`src/rtl/srg_pkg.sv`:
```
package shift_rotate_pkg;

	localparam int INSTR_W = 16;
	localparam int ADDR_W = 9;
	localparam int WORD_W = 24;
	localparam int DEC_W = 4;
	localparam int ROM_IDX_W = 2;

	// control store locations, idle at 0 and octal 100..104, written in hex
	localparam logic [ADDR_W-1:0] LOC_IDLE = 9'h000;
	localparam logic [ADDR_W-1:0] LOC_A_START = 9'h040;
	localparam logic [ADDR_W-1:0] LOC_A_SKIP = 9'h041;
	localparam logic [ADDR_W-1:0] LOC_A_LOWER = 9'h042;
	localparam logic [ADDR_W-1:0] LOC_A_TAIL = 9'h043;
	localparam logic [ADDR_W-1:0] LOC_B_START = 9'h044;

	// microwords: octal 07777117, 07777777, 07777135, 77777777
	localparam logic [WORD_W-1:0] WORD_A_START = 24'h1ffe4f;
	localparam logic [WORD_W-1:0] WORD_A_SKIP = 24'h1fffff;
	localparam logic [WORD_W-1:0] WORD_A_LOWER = 24'h1ffe5d;
	localparam logic [WORD_W-1:0] WORD_A_TAIL = 24'hffffff;

	localparam logic [ROM_IDX_W-1:0] IDX_START = 2'h0;
	localparam logic [ROM_IDX_W-1:0] IDX_SKIP = 2'h1;
	localparam logic [ROM_IDX_W-1:0] IDX_LOWER = 2'h2;
	localparam logic [ROM_IDX_W-1:0] IDX_TAIL = 2'h3;

	// instruction word fields
	localparam int GRP_HI = 15;
	localparam int GRP_LO = 12;
	localparam logic [3:0] GRP_CODE = 4'h0;
	localparam int ALTER_BIT = 10;
	localparam int AB_BIT = 11;
	localparam int UPPER_HI = 9;
	localparam int UPPER_LO = 6;
	localparam int LOWER_HI = 2;
	localparam int LOWER_LO = 0;
	localparam int LOWER_EXTRA = 4;

	typedef enum logic [4:0] {
		ST_IDLE = 5'h01,
		ST_SHIFT1 = 5'h02,
		ST_SKIP = 5'h04,
		ST_SHIFT2 = 5'h08,
		ST_TAIL = 5'h10
	} seq_state_e;

endpackage : shift_rotate_pkg

```
`src/rtl/microword_rom.sv`:
```
`timescale 1ns/1ns
module microword_rom
	import shift_rotate_pkg::*;
(
	input wire logic sys_clk_i,
	input wire logic rst_i,
	input wire logic [ROM_IDX_W-1:0] idx_i,
	output logic [WORD_W-1:0] word_o
);

	// read data registered so the word lines up with the sequencer state
	always_ff @(posedge sys_clk_i) begin
		if (rst_i) begin
			word_o <= WORD_A_TAIL;
		end else begin
			unique case (idx_i)
				IDX_START: word_o <= WORD_A_START;
				IDX_SKIP: word_o <= WORD_A_SKIP;
				IDX_LOWER: word_o <= WORD_A_LOWER;
				IDX_TAIL: word_o <= WORD_A_TAIL;
			endcase
		end
	end

endmodule : microword_rom

```
`src/rtl/shift_rotate_a_microroutine.sv`:
```
// What this block does
// RQ1: shift-rotate instructions dispatch to the A routine or the B routine
// RQ2: first decode code gates instruction bits 6 to 9 into the decoder
// RQ3: second decode code gates instruction bits 0 to 2 and 4
// RQ4: A-side shift-rotates and no-op start at location 100, run 100 to 103
// RQ5: at 100 gate upper bits, A onto R-bus, shift, store back into A
// RQ6: at 101 A passes R-bus and function generator for skip testing
// RQ7: at 102 gate lower bits, shift A, store A, end the phase
// RQ8: location 103 does nothing beyond the default function field
// RQ9: word at location 100 is octal 07777117
// RQ10: first decode code also sets the shift-active flag
// RQ11: locations 100 to 103 step one per cycle without branching
`timescale 1ns/1ns
module shift_rotate_a_microroutine
	import shift_rotate_pkg::*;
(
	input wire logic sys_clk_i,
	input wire logic rst_i,
	input wire logic dispatch_i,
	input wire logic [INSTR_W-1:0] instr_i,
	output logic [ADDR_W-1:0] routine_addr_o,
	output logic [WORD_W-1:0] micro_word_o,
	output logic busy_o,
	output logic b_routine_start_o,
	output logic upper_bits_decode_gate_o,
	output logic lower_bits_decode_gate_o,
	output logic [DEC_W-1:0] decode_operand_o,
	output logic shift_active_flag_o,
	output logic rbus_sel_a_o,
	output logic fn_ior_o,
	output logic store_a_o,
	output logic skip_test_o,
	output logic end_of_phase_o
);

	seq_state_e state;
	seq_state_e next_state;
	logic [INSTR_W-1:0] ir;
	logic [ROM_IDX_W-1:0] next_idx;
	logic take_a;
	logic take_b;

	function automatic logic is_group(input logic [INSTR_W-1:0] w);
		return (w[GRP_HI:GRP_LO] == GRP_CODE) && !w[ALTER_BIT];
	endfunction : is_group

	function automatic logic [DEC_W-1:0] lower_bits(input logic [INSTR_W-1:0] w);
		return {w[LOWER_EXTRA], w[LOWER_HI:LOWER_LO]};
	endfunction : lower_bits

	function automatic logic [ADDR_W-1:0] state_addr(input seq_state_e s);
		logic [ADDR_W-1:0] a;
		a = LOC_IDLE;
		unique case (s)
			ST_IDLE: a = LOC_IDLE;
			ST_SHIFT1: a = LOC_A_START;
			ST_SKIP: a = LOC_A_SKIP;
			ST_SHIFT2: a = LOC_A_LOWER;
			ST_TAIL: a = LOC_A_TAIL;
		endcase
		return a;
	endfunction : state_addr

	// the no-op word is all zero, so it falls into the A-side group
	assign take_a = (state == ST_IDLE) && dispatch_i && is_group(instr_i)
		&& !instr_i[AB_BIT]; // [RQ1] [RQ4]
	assign take_b = (state == ST_IDLE) && dispatch_i && is_group(instr_i)
		&& instr_i[AB_BIT]; // [RQ1]

	// straight-line stepping, no branch inside the routine
	always_comb begin
		next_state = state;
		unique case (state)
			ST_IDLE: begin
				if (take_a) begin
					next_state = ST_SHIFT1; // [RQ4]
				end
			end
			ST_SHIFT1: next_state = ST_SKIP; // [RQ11]
			ST_SKIP: next_state = ST_SHIFT2; // [RQ11]
			ST_SHIFT2: next_state = ST_TAIL; // [RQ11]
			ST_TAIL: next_state = ST_IDLE; // [RQ11]
		endcase
	end

	always_comb begin
		next_idx = IDX_TAIL;
		unique case (next_state)
			ST_IDLE: next_idx = IDX_TAIL;
			ST_SHIFT1: next_idx = IDX_START;
			ST_SKIP: next_idx = IDX_SKIP;
			ST_SHIFT2: next_idx = IDX_LOWER;
			ST_TAIL: next_idx = IDX_TAIL;
		endcase
	end

	always_ff @(posedge sys_clk_i) begin
		if (rst_i) begin
			state <= ST_IDLE;
		end else begin
			state <= next_state;
		end
	end

	// instruction held for the whole routine; the register outside may move on
	always_ff @(posedge sys_clk_i) begin
		if (rst_i) begin
			ir <= '0;
		end else if (take_a) begin
			ir <= instr_i;
		end
	end

	microword_rom u_rom (
		.sys_clk_i(sys_clk_i),
		.rst_i(rst_i),
		.idx_i(next_idx),
		.word_o(micro_word_o)
	); // [RQ9]

	always_ff @(posedge sys_clk_i) begin
		if (rst_i) begin
			routine_addr_o <= LOC_IDLE;
			busy_o <= 1'b0;
		end else begin
			routine_addr_o <= state_addr(next_state);
			busy_o <= (next_state != ST_IDLE);
		end
	end

	always_ff @(posedge sys_clk_i) begin
		if (rst_i) begin
			b_routine_start_o <= 1'b0;
		end else begin
			b_routine_start_o <= take_b; // [RQ1]
		end
	end

	// decoder gates; the upper operand comes from the live port at dispatch, the lower operand from the held copy
	always_ff @(posedge sys_clk_i) begin
		if (rst_i) begin
			upper_bits_decode_gate_o <= 1'b0;
			lower_bits_decode_gate_o <= 1'b0;
			decode_operand_o <= '0;
		end else begin
			upper_bits_decode_gate_o <= (next_state == ST_SHIFT1); // [RQ2] [RQ5]
			lower_bits_decode_gate_o <= (next_state == ST_SHIFT2); // [RQ3] [RQ7]
			if (next_state == ST_SHIFT1) begin
				decode_operand_o <= instr_i[UPPER_HI:UPPER_LO]; // [RQ2]
			end else if (next_state == ST_SHIFT2) begin
				decode_operand_o <= lower_bits(ir); // [RQ3]
			end else begin
				decode_operand_o <= '0;
			end
		end
	end

	// set wins: entering 100 always sets, clear only when the routine ends
	always_ff @(posedge sys_clk_i) begin
		if (rst_i) begin
			shift_active_flag_o <= 1'b0;
		end else if (next_state == ST_SHIFT1) begin
			shift_active_flag_o <= 1'b1; // [RQ10]
		end else if (next_state == ST_IDLE) begin
			shift_active_flag_o <= 1'b0;
		end
	end

	// datapath controls; the shifter result is latched into A by store_a_o
	always_ff @(posedge sys_clk_i) begin
		if (rst_i) begin
			rbus_sel_a_o <= 1'b0;
			fn_ior_o <= 1'b0;
			store_a_o <= 1'b0;
		end else begin
			rbus_sel_a_o <= (next_state == ST_SHIFT1) || (next_state == ST_SKIP)
				|| (next_state == ST_SHIFT2); // [RQ5] [RQ6] [RQ7]
			fn_ior_o <= (next_state != ST_IDLE); // [RQ6] [RQ8]
			store_a_o <= (next_state == ST_SHIFT1)
				|| (next_state == ST_SHIFT2); // [RQ5] [RQ7] [RQ8]
		end
	end

	always_ff @(posedge sys_clk_i) begin
		if (rst_i) begin
			skip_test_o <= 1'b0;
			end_of_phase_o <= 1'b0;
		end else begin
			skip_test_o <= (next_state == ST_SKIP); // [RQ6]
			end_of_phase_o <= (next_state == ST_SHIFT2); // [RQ7]
		end
	end
endmodule : shift_rotate_a_microroutine

```
`config.mk`:
```
export PLATFORM = sky130hd
export DESIGN_NAME = shift_rotate_a_microroutine
export DESIGN_NICKNAME = d
export VERILOG_FILES = /design/src/rtl/srg_pkg.sv /design/src/rtl/microword_rom.sv /design/src/rtl/shift_rotate_a_microroutine.sv
export SDC_FILE = /design/constraint.sdc
export NUM_CORES = 1
export LEC_CHECK = 0
export ABC_AREA = 1
export BUFFER_PORTS_ARGS = -buffer_cell sky130_fd_sc_hd__buf_2
export CORE_AREA = 2 2 55 57
export DETAILED_ROUTE_END_ITERATION = 7
export DIE_AREA = 0 0 57 59
export PLACE_DENSITY_LB_ADDON = 0.3
export SLEW_MARGIN = 20
export SYNTH_ARGS = -nofsm -noshare
export SYNTH_HDL_FRONTEND = slang
export SYNTH_SLANG_ARGS = --single-unit
```
`constraint.sdc`:
```
create_clock -name sys_clk_i -period 3.6 [get_ports sys_clk_i]
set_input_delay 0.54 -clock sys_clk_i [delete_from_list [all_inputs] [get_ports sys_clk_i]]
set_output_delay 0.54 -clock sys_clk_i [all_outputs]
set_load 0.03 [all_outputs]
```
* Word level (Yosys, flattened, before mapping)
Cells that the tools add are included.
** Operators by class
- Eq/ne operators :: 14
- Mux-type cells :: 9
- Reduce and logical (&&, ||, !) cells :: 14
** Operators with widths (number)
- one-hot mux 24 bit (4 select lines) :: 1
- one-hot mux 9 bit (5 select lines) :: 1
- one-hot mux 5 bit (5 select lines) :: 1
- == test 5 x 1 -> 1 bit, second input constant :: 2
- == test 5 x 2 -> 1 bit, second input constant :: 2
- == test 5 x 3 -> 1 bit, second input constant :: 2
- == test 5 x 4 -> 1 bit, second input constant :: 2
- == test 5 bit, second input constant :: 2
- two-way mux 4 bit :: 2
- one-hot mux 2 bit (4 select lines) :: 1
- logical AND 1 bit :: 5
- two-way mux 5 bit :: 1
- inequality test 5 x 1 -> 1 bit, second input constant :: 1
- == test 2 bit, second input constant :: 2
- logical NOT 4 bit :: 1
- logical OR 1 bit :: 3
- == test 2 x 1 -> 1 bit, second input constant :: 1
- logical NOT 1 bit :: 2
- logical NOT 2 bit :: 1
- two-way mux 1 bit :: 2
- nonzero test 2 bit :: 1
- OR reduction 2 bit :: 1
** Storage, ports and cells
- Register bits after elaboration :: 55
- Bits of input ports :: 19
- Output and inout port bits :: 47

* Depth between registers and ports, before layout
- Depth after elaboration :: 11
- Gate-level depth with buffers :: 11
- Gate-level depth less buffers :: 11

* Cells and area by module
A second synthesis with hierarchy kept.
** Unflattened totals
- Cells, all modules :: 167
- Area, all modules :: 1306.3 µm²
** By module, submodules not included
- shift_rotate_a_microroutine :: instances 1, cells an instance 134, area each 1039.7 µm²
- microword_rom :: instances 1, cells an instance 33, area each 266.5 µm²

* Worst setup path before layout
OpenSTA, ideal clock, no wires.
- Path kind :: input to register
- From :: in dispatch_i
- To :: reg u_rom.word_o[22]
- Arrival :: 1237 ps
- Slack :: 2244 ps
- Stages on the path :: 9
- Buffers on the path :: 0
- Cells stage by stage :: inv_1 -> nor2_1 -> nand2_1 -> nor2_2 -> nand3_2 -> nand2_1 -> a21oi_2 -> a21oi_2 -> nand2_1
** On the way
- Word-level cells in the longest chain between the ends :: 10
** Ends and longest elaborated chain
- start, declared :: RTL line shift_rotate_a_microroutine.sv:19 : input wire logic dispatch_i,
- logical AND 1 bit (*) (2 in series) :: RTL line shift_rotate_a_microroutine.sv:65 : assign take_a = (state == ST_IDLE) && dispatch_i && is_group(instr_i)
- logical AND 1 bit (*) :: RTL line shift_rotate_a_microroutine.sv:66 : && !instr_i[AB_BIT];
- two-way mux 5 bit (*) :: RTL line shift_rotate_a_microroutine.sv:75 : if (take_a) begin
- one-hot mux 5 bit (5 select lines) (*) :: RTL line shift_rotate_a_microroutine.sv:73 : unique case (state)
- == test 5 x 1 -> 1 bit / == test 5 bit (equally long branches) :: RTL line shift_rotate_a_microroutine.sv:88 : unique case (next_state)
- OR reduction 2 bit (no line)
- one-hot mux 2 bit (4 select lines) (*) :: RTL line shift_rotate_a_microroutine.sv:88
- == test 2 bit (tied with other cells) :: RTL line microword_rom.sv:16 : unique case (idx_i)
- one-hot mux 24 bit (4 select lines) (*) :: RTL line microword_rom.sv:16
- end signal, assigned :: RTL line microword_rom.sv:17 : IDX_START: word_o <= WORD_A_START;
- end signal, assigned :: RTL line microword_rom.sv:18 : IDX_SKIP: word_o <= WORD_A_SKIP;
- end signal, assigned :: RTL line microword_rom.sv:19 : IDX_LOWER: word_o <= WORD_A_LOWER;
- end, declared :: RTL line microword_rom.sv:8 : output logic [WORD_W-1:0] word_o
Mark *: on every way between the ends. The rest lies on a longest branch, timed or not. The select of a mux whose other input is x is not followed.
A chain may end at the register's enable or synchronous reset.

* Final worst setup path
- From :: reg state[4]
- To :: reg u_rom.word_o[22]
** On the way
- Word-level cells in the longest chain between the ends :: 11
** Ends and longest elaborated chain
- start, declared :: RTL line shift_rotate_a_microroutine.sv:36 : seq_state_e state;
- start signal, assigned :: RTL line shift_rotate_a_microroutine.sv:101 : state <= next_state;
- == test 5 x 1 -> 1 bit :: RTL line shift_rotate_a_microroutine.sv:65, shift_rotate_a_microroutine.sv:73
- logical AND 1 bit (2 in series) :: RTL line shift_rotate_a_microroutine.sv:65
- logical AND 1 bit :: RTL line shift_rotate_a_microroutine.sv:66
- two-way mux 5 bit :: RTL line shift_rotate_a_microroutine.sv:75
- one-hot mux 5 bit (5 select lines) (*) :: RTL line shift_rotate_a_microroutine.sv:73
- == test 5 x 1 -> 1 bit / == test 5 bit (equally long branches) :: RTL line shift_rotate_a_microroutine.sv:88
- OR reduction 2 bit (no line)
- one-hot mux 2 bit (4 select lines) (*) :: RTL line shift_rotate_a_microroutine.sv:88
- == test 2 bit (tied with other cells) :: RTL line microword_rom.sv:16
- one-hot mux 24 bit (4 select lines) (*) :: RTL line microword_rom.sv:16
Marks and branches as above.

==> impl_metrics.env <==
export IMPL_ys_top_cells_by_count="buf_4, dfxtp_1, nand2_1"
export IMPL_grt_max_degree=17
export IMPL_power_uw=570
export IMPL_drt_total_wl_um=2150
export IMPL_pwr_share_comb=0.096
export IMPL_crit_slowest_cell="dfxtp_1"
export IMPL_synth_seq_cells=28
export IMPL_holdPathEnd="decode_operand_o[3]$_SDFF_PP0_"
export IMPL_clockBufferDepth=2
export IMPL_nFillCells=283
export IMPL_crit_family="simple AND/OR/NAND/NOR gates"
export IMPL_num_antenna_cells=0
export IMPL_final_nets=206
export IMPL_cts_buffers=3
export IMPL_hold_viol=0
export IMPL_synth_async_reset_ratio=0
export IMPL_drive_gt1_frac=0.344
export IMPL_cts_resized=0
export IMPL_rr_endpoint="u_rom.word_o[22]$_SDFF_PP1_"
export IMPL_leakagePower_nw=0.751
export IMPL_dieArea_um2=3360
export IMPL_tritoncts="done"
export IMPL_grt_pass1_vias=825
export IMPL_htreeDepth=1
export IMPL_synth_cell_type_count=22
export IMPL_post_cts_setup_buffers=0
export IMPL_grt_pass1_wl_um=3430
export IMPL_antenna_found_initial=0
export IMPL_dp_hpwl_um=1740
export IMPL_worst_path_buf_inv=1
export IMPL_grt_ovfl_total=0
export IMPL_synth_top_cell_by_area="dfxtp_1"
export IMPL_fin_skew_ns=0.0123
export IMPL_grt_usage=0.130
export IMPL_synth_fa_ha_area_frac=0
export IMPL_post_route_min_period_ns=1.64
export IMPL_setup_tns_ns=0
export IMPL_io_buffers=41
export IMPL_synth_ff_type="dfxtp_1"
export IMPL_hold_slack_ns=0.406
export IMPL_start_util=0.464
export IMPL_fin_ws_ns=1.96
export IMPL_clk_latency_ns=0.33
export IMPL_holdBufCountCts=0
export IMPL_crit_path_start_kind="flop"
export IMPL_syn_instance_count=151
export IMPL_drc=0
export IMPL_drt_initial_drc_count=27
export IMPL_ios=66
export IMPL_max_cap_violations=0
export IMPL_hp_class="primary input to flop"
export IMPL_synth_enable_flop_cells=0
export IMPL_setup_viol=0
export IMPL_synth_xor_area_frac=0
export IMPL_areaGrowthSynthToFinish_pct=11.7
export IMPL_syn_area_per_cell_um2=8.32
export IMPL_die_h_um=59
export IMPL_power_frac_clock=0.356
export IMPL_placedInstanceArea_um2=1350
export IMPL_switching_share=0.238
export IMPL_slew_viol_final=0
export IMPL_finalCritPeriodShare=0.455
export IMPL_r2r_start="state[4]$_SDFF_PP0_"
export IMPL_coreArea_um2=2710
export IMPL_final_cells=217
export IMPL_die_w_um=57
export IMPL_p_int_uw=434
export IMPL_max_freq_mhz=611
export IMPL_dp_slack_ns=1.77
export IMPL_min_from="instr_i[9]"
export IMPL_yosysTopAreaCellShare=0.446
export IMPL_rsz0062_at_grt="no"
export IMPL_arrival_ns=1.86
export IMPL_synth_compound_area_frac=0.0906
export IMPL_synthSimpleGateAreaFrac=0.221
export IMPL_syn_area_um2=1260
export IMPL_fin_util=0.518
export IMPL_crit_chain="inv_2 -> nand3_1 -> nor2_2 -> nand3_2 -> nand2_1 -> a21oi_2 -> a21oi_2 -> nand2_1"
export IMPL_clk_pin_slew_worst_paths_ns=0.15
export IMPL_critPathMaxStageDelay_ns=0.36
export IMPL_drtPass1Iterations=4
export IMPL_r2r_cells=8
export IMPL_synth_top_cells_by_area="dfxtp_1, buf_4, nand2_1, nor2_1, o21ai_1"
export IMPL_outcome="finished, final reports clean"
export IMPL_cts_sinks=28
export IMPL_end_kind="flop"
export IMPL_wl_per_cell_um=9.89
export IMPL_clock_tree_root_cell="clkbuf_4"
export IMPL_min_path_cells=3
export IMPL_cp_required_ns=3.83
export IMPL_irDropWorstVdd_mv=0.277
export IMPL_ys_seq_area_frac=0.446
export IMPL_finalInstanceArea_um2=1400
export IMPL_num_vias=946
export IMPL_switchingPower_uw=136
export IMPL_vias_per_cell=4.36
export IMPL_r2r_setup_slack_ns=1.96
export IMPL_powerDensity_nw_per_um2=406
export IMPL_path_class="flop to flop"
export IMPL_antenna_left=0
export IMPL_rows=19
export IMPL_place_inst=213
export IMPL_yosysWarnings=0
export IMPL_synthMuxAreaShare=0
export IMPL_synth_top_family_by_area="buffers and inverters"
export IMPL_p_seq_frac=0.548
export IMPL_critPathMaxFanout=12
export IMPL_gp_congestion=0.760
[cell usage in the layout, fill, tap and decap left out, types with 2 or more instances in the layout]
cell type / Yosys / routed
a21oi_1: 6 / 6
a21oi_2: 3 / 3
a31oi_1: 2 / 2
buf_2: 0 / 41
clkbuf_4: 0 / 3
conb_1: 2 / 22
dfxtp_1: 28 / 28
inv_1: 12 / 12
inv_2: 7 / 7
nand2_1: 22 / 22
nand3_1: 4 / 4
nand3_2: 2 / 2
nand4_2: 2 / 2
nor2_1: 14 / 14
nor2_4: 3 / 3
o21ai_1: 9 / 9
[registers in the layout, summed over array words and instances, names as in the netlist]
register / count
state: 5
decode_operand_o: 4
ir: 4
u_rom.word_o: 4
routine_addr_o: 3
b_routine_start_o: 1
end_of_phase_o: 1
fn_ior_o: 1
rbus_sel_a_o: 1
shift_active_flag_o: 1
skip_test_o: 1
store_a_o: 1
upper_bits_decode_gate_o: 1
[worst reg2reg max path, delay by kind of cell (launching register included)]
kind | cells | cell delay [ns]
buffers and inverters | 1 | 0.12
AOI/OAI and AO/OA | 2 | 0.26
DFF | 1 | 0.36
and+or+nand+nor | 5 | 0.79
[power groups by stage]
stage | Combinational, mW | Clock [mW] | Sequential (mW)
floorplan | 0.0594 | 0 | 0.321
global placement | 0.0541 | 0 | 0.319
detailed placement | 0.0545 | 0 | 0.319
CTS | 0.0547 | 0.206 | 0.312
global route | 0.0585 | 0.219 | 0.313
finish | 0.0550 | 0.203 | 0.312
[worst max-delay path by stage]
stage                                    from                     endpoint  slack, ns  depth (start not counted)
final                     state[4]$_SDFF_PP0_  u_rom.word_o[22]$_SDFF_PP1_       1.96                          8
after global routing      state[0]$_SDFF_PP1_  u_rom.word_o[22]$_SDFF_PP1_       1.82                          7
after floorplan                    dispatch_i  u_rom.word_o[22]$_SDFF_PP1_       2.24                          9
after detailed placement          instr_i[13]  u_rom.word_o[22]$_SDFF_PP1_       1.77                          9
after global placement            instr_i[13]  u_rom.word_o[22]$_SDFF_PP1_       1.78                          9
after CTS                 state[4]$_SDFF_PP0_  u_rom.word_o[22]$_SDFF_PP1_       1.96                          8
[area by class of cell]
type	instances	area [µm²]	area share
Sequential cell	28	561	0.400
Multi-Input combinational cell	94	474	0.338
Timing Repair Buffer	41	205	0.146
Inverter	19	71.3	0.0508
Tap cell	31	38.8	0.0277
Clock inverter	1	30.0	0.0214
Clock buffer	3	22.5	0.0161
[routing by layer]
metal / share of wire / global-route usage / up-vias / wire (µm)
met2: 0.50 / 0.243 / 36 / 1070
met3: 0.092 / 0.0349 / 2 / 197
met1: 0.40 / 0.144 / 421 / 863
li1: - / - / 487 / -
met5: 0 / 0 / - / 0
met4: 0.0047 / 0.0399 / 0 / 10
[cell families (layout without fill, tap and decap cells)]
kind of cell,after synthesis,after routing
compound gates,20,20
buf+inv,49,64
flops,28,28
other cells,2,22
simple gates,52,52
(Power assumes the default switching activity.)
